==> src/ccr_params.svh <==
// Offsets, field values and timing constants of the descriptor register bank
`ifndef CCR_PARAMS_SVH
`define CCR_PARAMS_SVH

`define CCR_OFF_OCR          8'h00
`define CCR_OFF_CID0         8'h10
`define CCR_OFF_CSD0         8'h20
`define CCR_OFF_CTRL         8'h30
`define CCR_CTRL_RESTART_BIT 0

`define CCR_OCR_READY_BIT    31
`define CCR_OCR_MODE_SECTOR  2'h2
`define CCR_OCR_RSVD_HI      5'h00
`define CCR_OCR_HIGH_RANGE   9'h1ff
`define CCR_OCR_MID_RANGE    7'h00
`define CCR_OCR_LOW_RANGE    1'h1
`define CCR_OCR_RSVD_LO      7'h00

`define CCR_CRC7_POLY        7'h09
`define CCR_END_BIT          1'h1

`define CCR_CSD_STRUCT       2'h3
`define CCR_CSD_SPEC         4'h4
`define CCR_CSD_READ_ACCESS_TIME_COARSE         8'h4f
`define CCR_CSD_READ_ACCESS_CLOCK_CYCLES         8'h01
`define CCR_CSD_SPEED        8'h32
`define CCR_CSD_CCC          12'h0f5
`define CCR_CSD_RD_BL        4'h9
`define CCR_CSD_WR_BL        4'h9
`define CCR_CSD_SIZE         12'hfff
`define CCR_CSD_CURR         3'h7
`define CCR_CSD_SIZE_MULT    3'h7
`define CCR_CSD_ERASE_GRP    5'h1f
`define CCR_CSD_ERASE_MULT   5'h1f
`define CCR_CSD_WP_GRP       5'h0f
`define CCR_CSD_WP_EN        1'h1
`define CCR_CSD_R2W          3'h2
`define CCR_CSD_CRC          7'h30

`define CCR_CLK_MHZ          20
`define CCR_PWRUP_NS         1000
`define CCR_PWRUP_CYC        ((`CCR_PWRUP_NS * `CCR_CLK_MHZ + 999) / 1000)

`endif

==> src/ccr_pkg.sv <==
// Types shared by the descriptor register bank
package ccr_pkg;

	typedef enum logic [0:0] {
		CCR_PWR_BUSY  = 1'b0,
		CCR_PWR_READY = 1'b1
	} ccr_pwr_state_t;

	typedef enum logic [1:0] {
		CCR_RESP_OKAY   = 2'b00,
		CCR_RESP_SLVERR = 2'b10,
		CCR_RESP_DECERR = 2'b11
	} ccr_resp_t;

endpackage

==> src/ccr_regs.sv <==
// Descriptor register bank: operating conditions, identification and card-specific data over AXI4-Lite
//
// Overview of operation
// - A 32-bit operating-conditions register is always present and readable.
// - Bit 31 of operating conditions stays low until power-up routine completes.
// - Access mode bits 30:29 read binary 10; bits 28:24 read zero.
// - Voltage window: 23:15 ones, 14:8 zeros, bit 7 one, 6:0 zeros.
// - A 128-bit identification register is provided for the identification phase.
// - Identification holds maker, package type, oem code and 48-bit product name.
// - Identification holds revision, 32-bit serial number and build date.
// - Identification carries CRC7 in bits 7:1 and one in bit 0.
// - Card data structure version 3h, system spec version 4h.
// - Coarse access time 4Fh; clock access time field counts hundreds of cycles.
// - Maximum bus clock code 32h; command class mask F5h in 95:84.
// - Read block length 9h; partial and misaligned access bits read zero.
// - Write block length 9h in 25:22; partial write bit 21 zero.
// - Legacy size FFFh in 73:62; size multiplier 7h in 49:47.
// - Erase group fields 1Fh, protect group 0Fh, protect grouping enabled.
// - Read-to-write factor 2h in 28:26; default ECC zero in 30:29.
// - Copy, permanent and temporary protect flags and file-format fields zero.
// - Driver stage bit 76 zero; all current codes 7h.
// - Card data CRC 30h in bits 7:1 and one in bit 0.
//
// Design decisions made here: the placing of the registers and the AXI4-Lite register port.
`timescale 1ns/100ps
`include "ccr_params.svh"

module ccr_regs #(
	parameter int          ADDR_W      = 8,
	parameter int          PWRUP_CYC   = `CCR_PWRUP_CYC,
	parameter logic [7:0]  MAKER_CODE  = 8'h5a,            // Arbitrary value
	parameter logic [1:0]  PKG_TYPE    = 2'h2,             // Arbitrary value
	parameter logic [7:0]  OEM_CODE    = 8'h3c,            // Arbitrary value
	parameter logic [47:0] PROD_NAME   = 48'h544553544456, // Arbitrary value
	parameter logic [7:0]  PROD_REV    = 8'h11,            // Arbitrary value
	parameter logic [31:0] SERIAL_NUM  = 32'h00000001,     // Arbitrary value
	parameter logic [7:0]  BUILD_DATE  = 8'h10             // Arbitrary value
) (
	input  wire logic                  clk,
	input  wire logic                  rst,
	input  wire logic [ADDR_W-1:0]     s_axi_awaddr,
	input  wire logic [2:0]            s_axi_awprot,
	input  wire logic                  s_axi_awvalid,
	output logic                       s_axi_awready,
	input  wire logic [31:0]           s_axi_wdata,
	input  wire logic [3:0]            s_axi_wstrb,
	input  wire logic                  s_axi_wvalid,
	output logic                       s_axi_wready,
	output ccr_pkg::ccr_resp_t         s_axi_bresp,
	output logic                       s_axi_bvalid,
	input  wire logic                  s_axi_bready,
	input  wire logic [ADDR_W-1:0]     s_axi_araddr,
	input  wire logic [2:0]            s_axi_arprot,
	input  wire logic                  s_axi_arvalid,
	output logic                       s_axi_arready,
	output logic [31:0]                s_axi_rdata,
	output ccr_pkg::ccr_resp_t         s_axi_rresp,
	output logic                       s_axi_rvalid,
	input  wire logic                  s_axi_rready,
	output logic                       powerup_done
);
	import ccr_pkg::*;

	function automatic logic [6:0] crc7(input logic [119:0] data);
		logic [6:0] c;
		logic       fb;
		c = 7'h00;
		for (int i = 119; i >= 0; i--) begin
			fb = c[6] ^ data[i];
			c  = {c[5:0], 1'b0};
			if (fb) begin
				c = c ^ `CCR_CRC7_POLY;
			end
		end
		return c;
	endfunction

	// Power-up routine: a fixed settling count, restartable from the control word
	localparam int CNT_W = $clog2(PWRUP_CYC + 1);

	ccr_pwr_state_t   pwr_q;
	ccr_pwr_state_t   pwr_d;
	logic [CNT_W-1:0] cnt_q;
	logic [CNT_W-1:0] cnt_d;
	logic             restart;

	assign pwr_d = restart ? CCR_PWR_BUSY : ((cnt_q == CNT_W'(PWRUP_CYC - 1)) ? CCR_PWR_READY : pwr_q);
	assign cnt_d = (restart || pwr_q == CCR_PWR_READY) ? '0 : cnt_q + CNT_W'(1);

	always_ff @(posedge clk) begin
		if (rst) begin
			pwr_q <= CCR_PWR_BUSY;
			cnt_q <= '0;
		end else begin
			pwr_q <= pwr_d;
			cnt_q <= cnt_d;
		end
	end

	assign powerup_done = (pwr_q == CCR_PWR_READY);

	// Descriptor images are constants; only the ready flag is live state
	wire [31:0] ocr_img = {powerup_done,
		`CCR_OCR_MODE_SECTOR, `CCR_OCR_RSVD_HI,
		`CCR_OCR_HIGH_RANGE, `CCR_OCR_MID_RANGE,
		`CCR_OCR_LOW_RANGE, `CCR_OCR_RSVD_LO};

	// CRC folds to a constant at elaboration, so no logic is spent on it
	wire [119:0] cid_body = {MAKER_CODE, 6'h00, PKG_TYPE, OEM_CODE, PROD_NAME,
		PROD_REV, SERIAL_NUM, BUILD_DATE};
	wire [127:0] cid_img  = {cid_body, crc7(cid_body), `CCR_END_BIT};

	wire [127:0] csd_img = {
		`CCR_CSD_STRUCT, `CCR_CSD_SPEC, 2'h0,
		`CCR_CSD_READ_ACCESS_TIME_COARSE, `CCR_CSD_READ_ACCESS_CLOCK_CYCLES,
		`CCR_CSD_SPEED, `CCR_CSD_CCC,
		`CCR_CSD_RD_BL, 1'b0, 1'b0, 1'b0,
		1'b0, 2'h0,
		`CCR_CSD_SIZE,
		`CCR_CSD_CURR, `CCR_CSD_CURR, `CCR_CSD_CURR, `CCR_CSD_CURR,
		`CCR_CSD_SIZE_MULT,
		`CCR_CSD_ERASE_GRP, `CCR_CSD_ERASE_MULT, `CCR_CSD_WP_GRP, `CCR_CSD_WP_EN,
		2'h0, `CCR_CSD_R2W,
		`CCR_CSD_WR_BL, 1'b0,
		4'h0, 1'b0, 1'b0,
		1'b0, 1'b0, 1'b0, 2'h0,
		2'h0,
		`CCR_CSD_CRC, `CCR_END_BIT};

	// Write channel: address and data taken in either order, one write at a time
	logic              aw_got_q;
	logic              w_got_q;
	logic [ADDR_W-1:0] awaddr_q;
	logic              wbit_q;
	logic              bvalid_q;
	ccr_resp_t         bresp_q;

	assign s_axi_awready = !aw_got_q && !bvalid_q;
	assign s_axi_wready  = !w_got_q && !bvalid_q;

	wire aw_hs     = s_axi_awvalid && s_axi_awready;
	wire w_hs      = s_axi_wvalid && s_axi_wready;
	wire aw_have   = aw_got_q || aw_hs;
	wire w_have    = w_got_q || w_hs;
	wire wr_fire   = aw_have && w_have;
	wire [ADDR_W-1:0] wa = aw_got_q ? awaddr_q : s_axi_awaddr;
	wire wbit      = w_got_q ? wbit_q : (s_axi_wdata[`CCR_CTRL_RESTART_BIT] && s_axi_wstrb[0]);

	wire wa_ctrl   = (wa == ADDR_W'(`CCR_OFF_CTRL));
	// Descriptor words exist but refuse writes, so software sees its mistake
	wire wa_desc   = (wa == ADDR_W'(`CCR_OFF_OCR)) ||
		(wa[ADDR_W-1:4] == (ADDR_W-4)'(`CCR_OFF_CID0 >> 4)) ||
		(wa[ADDR_W-1:4] == (ADDR_W-4)'(`CCR_OFF_CSD0 >> 4));
	wire [1:0] wr_resp = wa_ctrl ? CCR_RESP_OKAY : (wa_desc ? CCR_RESP_SLVERR : CCR_RESP_DECERR);

	assign restart = wr_fire && wa_ctrl && wbit;

	always_ff @(posedge clk) begin
		if (rst) begin
			aw_got_q <= 1'b0;
			w_got_q  <= 1'b0;
			awaddr_q <= '0;
			wbit_q   <= 1'b0;
			bvalid_q <= 1'b0;
			bresp_q  <= CCR_RESP_OKAY;
		end else begin
			aw_got_q <= aw_have && !wr_fire;
			w_got_q  <= w_have && !wr_fire;
			if (aw_hs) begin
				awaddr_q <= s_axi_awaddr;
			end
			if (w_hs) begin
				wbit_q <= s_axi_wdata[`CCR_CTRL_RESTART_BIT] && s_axi_wstrb[0];
			end
			if (wr_fire) begin
				bvalid_q <= 1'b1;
				bresp_q  <= ccr_resp_t'(wr_resp);
			end else if (s_axi_bready) begin
				bvalid_q <= 1'b0;
			end
		end
	end

	assign s_axi_bvalid = bvalid_q;
	assign s_axi_bresp  = bresp_q;

	// Read channel: one cycle from address acceptance to data
	logic        rvalid_q;
	logic [31:0] rdata_q;
	ccr_resp_t   rresp_q;

	assign s_axi_arready = !rvalid_q;

	wire ar_hs     = s_axi_arvalid && s_axi_arready;
	wire ra_ocr    = (s_axi_araddr == ADDR_W'(`CCR_OFF_OCR));
	wire ra_ctrl   = (s_axi_araddr == ADDR_W'(`CCR_OFF_CTRL));
	wire ra_cid    = (s_axi_araddr[ADDR_W-1:4] == (ADDR_W-4)'(`CCR_OFF_CID0 >> 4)) && (s_axi_araddr[1:0] == 2'h0);
	wire ra_csd    = (s_axi_araddr[ADDR_W-1:4] == (ADDR_W-4)'(`CCR_OFF_CSD0 >> 4)) && (s_axi_araddr[1:0] == 2'h0);
	wire [1:0] rw  = s_axi_araddr[3:2];
	// Word 0 holds the least significant bits of each wide register
	wire [31:0] cid_word = cid_img[32*rw +: 32];
	wire [31:0] csd_word = csd_img[32*rw +: 32];
	wire [31:0] rd_mux   = ra_ocr ? ocr_img : (ra_cid ? cid_word : (ra_csd ? csd_word : 32'h00000000));
	wire [1:0]  rd_resp  = (ra_ocr || ra_cid || ra_csd || ra_ctrl) ? CCR_RESP_OKAY : CCR_RESP_DECERR;

	always_ff @(posedge clk) begin
		if (rst) begin
			rvalid_q <= 1'b0;
			rdata_q  <= 32'h00000000;
			rresp_q  <= CCR_RESP_OKAY;
		end else if (ar_hs) begin
			rvalid_q <= 1'b1;
			rdata_q  <= rd_mux;
			rresp_q  <= ccr_resp_t'(rd_resp);
		end else if (s_axi_rready) begin
			rvalid_q <= 1'b0;
		end
	end

	assign s_axi_rvalid = rvalid_q;
	assign s_axi_rdata  = rdata_q;
	assign s_axi_rresp  = rresp_q;

	// Checks
	logic            ar_ocr_q;
	logic            ar_cid0_q;
	logic [ADDR_W-1:0] ar_q;
	always_ff @(posedge clk) begin
		if (rst) begin
			ar_q <= '0;
		end else if (ar_hs) begin
			ar_q <= s_axi_araddr;
		end
	end
	assign ar_ocr_q  = (ar_q == ADDR_W'(`CCR_OFF_OCR));
	assign ar_cid0_q = (ar_q == ADDR_W'(`CCR_OFF_CID0));

	property p_ocr_read;
		@(posedge clk) disable iff (rst)
		s_axi_rvalid && ar_ocr_q |-> s_axi_rdata[30:0] == 31'h40ff8080 && s_axi_rresp == CCR_RESP_OKAY;
	endproperty
	a_ocr_read: assert property (p_ocr_read) else $error("operating conditions word wrong");

	property p_busy_low;
		@(posedge clk) disable iff (rst)
		$rose(powerup_done) |-> $past(cnt_q) == CNT_W'(PWRUP_CYC - 1);
	endproperty
	a_busy_low: assert property (p_busy_low) else $error("ready flag rose early");

	property p_restart_clears;
		@(posedge clk) disable iff (rst)
		restart |=> !powerup_done [*2];
	endproperty
	a_restart_clears: assert property (p_restart_clears) else $error("restart did not clear ready");

	property p_ready_in_time;
		@(posedge clk) disable iff (rst)
		$fell(powerup_done) && !restart |-> ##[1:1000] powerup_done;
	endproperty
	a_ready_in_time: assert property (p_ready_in_time) else $error("power-up never completed");

	property p_ocr_flag_read;
		@(posedge clk) disable iff (rst)
		ar_hs && ra_ocr |=> s_axi_rdata[31] == $past(powerup_done);
	endproperty
	a_ocr_flag_read: assert property (p_ocr_flag_read) else $error("ready flag not reflected");

	property p_cid_end;
		@(posedge clk) disable iff (rst)
		s_axi_rvalid && ar_cid0_q |-> s_axi_rdata[0] == 1'b1 && s_axi_rdata[7:1] == crc7(cid_body);
	endproperty
	a_cid_end: assert property (p_cid_end) else $error("identification crc word wrong");

	property p_csd_top;
		@(posedge clk) disable iff (rst)
		csd_img[127:112] == 16'hd04f && csd_img[95:76] == 20'h0f590;
	endproperty
	a_csd_top: assert property (p_csd_top) else $error("card data top fields wrong");

	property p_csd_mid;
		@(posedge clk) disable iff (rst)
		csd_img[73:47] == 27'h7ffffff && csd_img[46:26] == 21'h1ffbe2;
	endproperty
	a_csd_mid: assert property (p_csd_mid) else $error("card data size or group fields wrong");

	property p_csd_low;
		@(posedge clk) disable iff (rst)
		csd_img[25:0] == 26'h2400061;
	endproperty
	a_csd_low: assert property (p_csd_low) else $error("card data low fields wrong");

	property p_wr_refused;
		@(posedge clk) disable iff (rst)
		wr_fire && wa_desc |=> s_axi_bvalid && s_axi_bresp == CCR_RESP_SLVERR && $stable(csd_img);
	endproperty
	a_wr_refused: assert property (p_wr_refused) else $error("descriptor write not refused");

	property p_read_latency;
		@(posedge clk) disable iff (rst)
		ar_hs |=> s_axi_rvalid;
	endproperty
	a_read_latency: assert property (p_read_latency) else $error("read answer late");

	// A host that stalls ready must still see the same answer later
	property p_rvalid_hold;
		@(posedge clk) disable iff (rst)
		s_axi_rvalid && !s_axi_rready |=> s_axi_rvalid && $stable(s_axi_rdata) && $stable(s_axi_rresp);
	endproperty
	a_rvalid_hold: assert property (p_rvalid_hold) else $error("read answer dropped before ready");

	property p_bvalid_hold;
		@(posedge clk) disable iff (rst)
		s_axi_bvalid && !s_axi_bready |=> s_axi_bvalid && $stable(s_axi_bresp);
	endproperty
	a_bvalid_hold: assert property (p_bvalid_hold) else $error("write answer dropped before ready");

	property p_write_answer;
		@(posedge clk) disable iff (rst)
		wr_fire |=> s_axi_bvalid;
	endproperty
	a_write_answer: assert property (p_write_answer) else $error("write answer late");

	c_ocr_ready_read: cover property (@(posedge clk) disable iff (rst) s_axi_rvalid && ar_ocr_q && s_axi_rdata[31]);
	c_cid_read:       cover property (@(posedge clk) disable iff (rst) s_axi_rvalid && ar_cid0_q);
	c_restart:        cover property (@(posedge clk) disable iff (rst) restart ##[1:40] powerup_done);
	c_desc_write:     cover property (@(posedge clk) disable iff (rst) wr_fire && wa_desc);

endmodule // ccr_regs

==> config.mk <==
export PLATFORM = sky130hd
export DESIGN_NAME = ccr_regs
export DESIGN_NICKNAME = d
export VERILOG_FILES = /design/src/ccr_pkg.sv /design/src/ccr_regs.sv
export VERILOG_INCLUDE_DIRS = /design/src /design/src/src
export SDC_FILE = /design/constraint.sdc
export NUM_CORES = 1
export LEC_CHECK = 0
export CAP_MARGIN = 20
export CORE_MARGIN = 3
export CORE_UTILIZATION = 25
export DETAILED_ROUTE_END_ITERATION = 7
export DONT_BUFFER_PORTS = 1
export PLACE_DENSITY = 0.47
export SYNTH_ARGS = -nofsm -noshare
export SYNTH_HDL_FRONTEND = slang
export SYNTH_SLANG_ARGS = --single-unit
==> constraint.sdc <==
create_clock -name clk -period 1.73 [get_ports clk]
set_clock_uncertainty 0.1 [all_clocks]
set_input_delay 0.346 -clock clk [delete_from_list [all_inputs] [get_ports clk]]
set_output_delay 0.346 -clock clk [all_outputs]
set_load 0.005 [all_outputs]
# --- Word level (Yosys, flattened, before mapping) ---
# Index checks and enable logic that the tools add are counted.
totals:
  elab_cells: 66
  regBits: 55
  output_inout_bits: 42
op_classes:
  n_shift: 2
  n_reduce_logical: 33
  eq_ne: 7
  n_addsub: 1
  mux: 12
ops:
  columns: ["operator", "count"]
  rows:
  - ["$shiftx A128 B8 Y32 const A", 2]
  - ["$mux W32", 3]
  - ["$eq A8 B6 Y1 const B", 2]
  - ["$logic_not A8 Y1", 2]
  - ["$logic_and A1 B1 Y1", 13]
  - ["$eq A4 B1 Y1 const B", 2]
  - ["$eq A4 B2 Y1 const B", 2]
  - ["$logic_or A1 B1 Y1", 8]
  - ["$mux W8", 1]
  - ["$mux W1", 6]
  - ["$add A5 B1 Y5 const B", 1]
  - ["$eq A5 B5 Y1 const B", 1]
  - ["$logic_not A1 Y1", 5]
  - ["$mux W2", 2]
  - ["$reduce_bool A2 Y1", 2]
  - ["$reduce_or A2 Y1", 2]
  - ["$logic_not A2 Y1", 1]

# --- Depth between registers and ports, before layout ---
logic_depth:
  word_depth: 9
  mapped_depth: 7
  depth_no_buf: 6

# --- Worst setup path after synthesis ---
# Ideal clock, no wire load.
synth_path:
  kind: "in2reg"
  from: "in s_axi_awaddr[1]"
  to: "reg cnt_q[1]"
  arrival_time_ns: 1.600
  setup_time_ns: 0.135
  required_ns: 1.495
  stages: 4
  n_path_buf: 0
  path_slack_ns: -0.105
  path_cell_list: "or4_1 > o22a_1 > a2111oi_4 > nor4b_1"
synth_between:
  elab_chain_cells: 6
synth_lines:
  columns: ["item", "line", "text"]
  rows:
  - ["start, declared", "ccr_regs.sv:41", "input wire logic [ADDR_W-1:0] s_axi_awaddr,"]
  - ["$mux W8", "ccr_regs.sv:146", "wire [ADDR_W-1:0] wa = aw_got_q ? awaddr_q : s_axi_awaddr;"]
  - ["$eq A8 B6 Y1", "ccr_regs.sv:149", "wire wa_ctrl = (wa == ADDR_W'(`CCR_OFF_CTRL));"]
  - ["$logic_and A1 B1 Y1 (2 in series)", "ccr_regs.sv:156", "assign restart = wr_fire && wa_ctrl && wbit;"]
  - ["$logic_or A1 B1 Y1", "ccr_regs.sv:88", "assign cnt_d = (restart || pwr_q == CCR_PWR_READY) ? '0 : cnt_q + CNT_W'(1);"]
  - ["$reduce_or A2 Y1 (no line)", null, null]
  - ["end signal, assigned", "ccr_regs.sv:96", "cnt_q <= cnt_d;"]
  - ["end, declared", "ccr_regs.sv:83", "logic [CNT_W-1:0] cnt_q;"]
# No other way between the ends.
# A chain may end at the register's enable or synchronous reset.

# --- Worst setup path after layout ---
layout_path:
  from: "reg awaddr_q[1]"
  to: "reg cnt_q[2]"
layout_between:
  elab_chain_cells: 6
layout_lines:
  columns: ["item", "line", "text"]
  rows:
  - ["start, declared", "ccr_regs.sv:133", "logic [ADDR_W-1:0] awaddr_q;"]
  - ["start signal, assigned", "ccr_regs.sv:170", "awaddr_q <= s_axi_awaddr;"]
  - ["$mux W8", "ccr_regs.sv:146", null]
  - ["$eq A8 B6 Y1", "ccr_regs.sv:149", null]
  - ["$logic_and A1 B1 Y1 (2 in series)", "ccr_regs.sv:156", null]
  - ["$logic_or A1 B1 Y1", "ccr_regs.sv:88", null]
  - ["$reduce_or A2 Y1 (no line)", null, null]
# No other way between the ends.

==> metrics.log <==
[metrics] Synth Cell Area: about 2300 um^2
[metrics] clock network fraction of design power: 0.298
[metrics] VDD IR-drop max: 0.000318 V
[metrics] routed wire length: around 5.9 mm
[metrics] max-slew violations: 0
[metrics] H-tree depth: 2
[metrics] synthesized area per cell: just under 9 um^2
[metrics] Setup Fix Bufs, Post-CTS: 0
[metrics] Gate power share: 0.134
[metrics] via count of the first global-routing pass: 1779
[metrics] IO buf count: 0
[metrics] total instance count after detailed placement: 377
[metrics] antenna cell count: 0
[metrics] Worst Hold Class: in2reg
[metrics] antenna violations before repair: 0
[metrics] TritonCTS clock tree: yes
[metrics] layout overhead on the synthesized area: 13.8%
[metrics] drt drc: 0
[metrics] multi-input combinational cell area: about 1200 um^2
[metrics] # Max-Cap Violations: 0
[metrics] total die area: about 11000 um^2
[metrics] Leakage: 1.00 nW
[metrics] count of warnings emitted by yosys: 0
[metrics] Ports: around 110
[metrics] category of cells accounting for the largest share of critical-path delay: simple AND/OR/NAND/NOR gates
[metrics] post-synthesis register bit count: 50
[metrics] total setup violations reported at the end of the flow: 6
[metrics] final net count: 351
[metrics] core occupancy in the finished layout: 0.299
[metrics] net switching fraction of the power: 0.266
[metrics] buffer cell driving the clock tree root: clkbuf_8
[metrics] Overall Global Routing Usage: 0.114
[metrics] Die Width: 103 um
[metrics] Vert. Die Dim: 103 um
[metrics] total of fill cells in the finished design: 943
[metrics] Psw: 584 uW
[metrics] Int Pwr: 1.61 mW
[metrics] post-detailed-placement half-perimeter wirelength: ~4.3 mm
[metrics] fraction of post-synthesis cell area in the top cell type by area: 0.429
[metrics] worst path arrival time: 1840 ps
[metrics] post-detailed-route wirelength per cell: 15.3 um
[metrics] destination of the worst hold path: s_axi_bvalid$_SDFFE_PP0P_
[metrics] crit path capture type: flop
[metrics] pin count of the biggest net entering global routing: 51
[metrics] hold depth: 1
[metrics] upper clock frequency limit: 568 MHz
[metrics] Max stage delay cell, worst path: or4b_1
[metrics] nets in the synthesized netlist: 342
[metrics] violation count after the first detailed-routing iteration: 70
[metrics] overflow left after global routing: 0
[metrics] number of buffers inserted by hold repair at cts: 1
[metrics] share of post-route cells with drive strength above 1: 0.155
[metrics] result of the run: finished, violations left
[metrics] violated checks: negative setup slack
[metrics] total via count after detailed routing: ~1.9k
[metrics] final clock period utilization by the worst path: 1.02
[metrics] startpoint class of the critical path: flop
[metrics] Rows: 34
[metrics] leading cell types in the layout, fill and taps excluded: 49 x dfxtp_1, 35 x nor2_1, 24 x buf_4
[metrics] slack of the worst reg-to-reg path: -30 ps
[metrics] slowest stage delay, CP: 510 ps
[metrics] most common library cell in the layout ignoring fill and taps: dfxtp_1
[metrics] number of routed nets with antenna violations: 0
[metrics] Register Area: 1000 um^2
[metrics] dominant cell type by area after synthesis: dfxtp_1
[metrics] number of unique standard cell types used by synthesis: 45
[metrics] Placeable Area: 8890 um^2
[metrics] worst slew margin relative to its limit: 0.707
[metrics] number of detailed-routing iterations run before antenna repair: 4
[metrics] Critical R2R Capture: cnt_q[2]$_SDFF_PP0_
[metrics] RSZ-0062 raised after global routing: yes
[metrics] number of non-filler instances in the completed layout: 385
[metrics] worst-skew pair later-pin latency: 300 ps
[metrics] number of instances in the synthesized netlist: 268
[metrics] share of synthesized area occupied by flip-flops and latches: 0.429
[metrics] maximum count of clock buffers along a single path: 2
[metrics] dominant register cell in the synthesized netlist: dfxtp_1
[metrics] buffer and inverter count on the worst path: 1
[metrics] post-layout minimum cycle time: around 1800 ps
[metrics] pwr dens: 827 nW/um^2
[metrics] Design Power: 2.20 mW
[metrics] total CTS buffers: 5
[metrics] Starting Density: 0.262
[metrics] final hold violations: 0
[metrics] cell types occupying the most area after synthesis: dfxtp_1 43%, nor2_1 5.8%, ha_1 4.8%
[metrics] required time reported for the critical path endpoint: roughly 1800 ps
[metrics] global placement routability congestion: between 0.7 and 0.8
[metrics] launch instance of the worst register-to-register path: awaddr_q[1]$_SDFFE_PP0P_
[metrics] setup TNS: -142 ps
[metrics] FFs w/ async S/R, synth: 0
[metrics] Sink Count: 50
[metrics] R2R depth: 5
[metrics] worst path cell trace: or4b_1 > o22a_1 > a2111oi_4 > buf_4 > nor4_1
[metrics] Flop pwr share: 0.568
[metrics] Slew @ Worst Pin: 440 ps
[metrics] ratio of routed vias to standard cells: 4.90
[metrics] first-pass GRT wire length: 9.47 mm
[metrics] critical path peak fanout: 6
[metrics] number of synthesized flops with an enable pin: 0
[metrics] critical hold path startpoint: rst
[metrics] final setup slack of the worst path: -30.1 ps
[metrics] clk slew on worst S/H paths: 90 ps
[metrics] Critical Setup Path Class: reg2reg
[metrics] Post-Place Worst Slack: -88.9 ps
[cells in the mapped netlist, drive strengths merged (7+ instances only)]
| master | instances |
|---|---|
| nor3 | 12 |
| mux2i | 11 |
| ha | 9 |
| a211oi | 7 |
| a21oi | 20 |
| a22oi | 8 |
| clkbuf | 13 |
| dfxtp | 50 |
| nor2 | 36 |
| nand3 | 7 |
| nand2 | 21 |
| buf | 10 |
[cells by family (layout without fill, tap and decap cells)]
family,after synthesis,in the layout,share of synthesized area
adder cells (fa/ha/maj),9,9,0.0483
XOR/XNOR,5,5,0.0188
AO/OA/AOI/OAI,55,55,0.164
multiplexers,11,11,0.0472
buffers and inverters,26,35,0.0520
flip-flops,50,50,0.429
AND/OR/NAND/NOR,112,112,0.241
[state kept, by name, indices dropped and copies added (netlist names)]
name / count
aw_got_q: 1
awaddr_q: 8
cnt_q: 5
powerup_done: 1
s_axi_bresp: 2
s_axi_bvalid: 1
s_axi_rdata: 28
s_axi_rresp: 1
s_axi_rvalid: 1
w_got_q: 1
wbit_q: 1
[what timing repair did]
| action | in CTS | in global routing |
|---|---|---|
| endpoints found under the hold margin | 28 | 25 |
| pin swaps | 0 | 0 |
| setup endpoints to repair | 7 | 9 |
| gates resized for setup | 1 | 5 |
[power groups by stage]
stage               clock, mW  combinational, mW  sequential [mW]
global route            0.739              0.332             1.26
global placement            0              0.287             1.27
detailed placement          0              0.289             1.27
CTS                     0.701              0.291             1.25
finish                  0.656              0.294             1.25
floorplan                   0              0.234             1.26
[worst reg2reg max path: stages, from the launching register on]
cell	delay, ps
dfxtp_1	320
or4b_1	510
o22a_1	260
a2111oi_4	210
buf_4	200
nor4_1	50
[per-stage QoR]
stage                     hold WS, ps  instance area [um^2]
after global placement            320                  2540
after CTS                       -13.5                  2630
after global routing            -25.5                  2660
final                            2.92                  2660
after floorplan                   331                  2340
after detailed placement          322                  2540
[layer usage]
layer / track usage / part of all wire
met5: 0 / 0
met4: 0.0363 / 0.015
met3: 0.0514 / 0.093
met2: 0.166 / 0.45
met1: 0.150 / 0.44
[area by class of cell]
| cell class | instances | share of cell area |
|---|---|---|
| clock buffer | 5 | 0.0259 |
| clock inverter | 2 | 0.00377 |
| inverter | 3 | 0.00424 |
| multi-input combinational | 192 | 0.466 |
| sequential | 50 | 0.377 |
| tap | 108 | 0.0509 |
| timing repair buffer | 25 | 0.0716 |
[how the worst max path moves through the flow]
stage | start | endpoint | cells past startpoint
floorplan | s_axi_araddr[1] | s_axi_rdata[30]$_SDFFE_PP0P_ | 4
global placement | s_axi_awaddr[1] | cnt_q[3]$_SDFF_PP0_ | 5
detailed placement | s_axi_awaddr[1] | cnt_q[2]$_SDFF_PP0_ | 5
CTS | awaddr_q[1]$_SDFFE_PP0P_ | cnt_q[2]$_SDFF_PP0_ | 5
global route | awaddr_q[1]$_SDFFE_PP0P_ | cnt_q[2]$_SDFF_PP0_ | 5
finish | awaddr_q[1]$_SDFFE_PP0P_ | cnt_q[2]$_SDFF_PP0_ | 5
No activity file was read; power rests on OpenSTA's default activity.
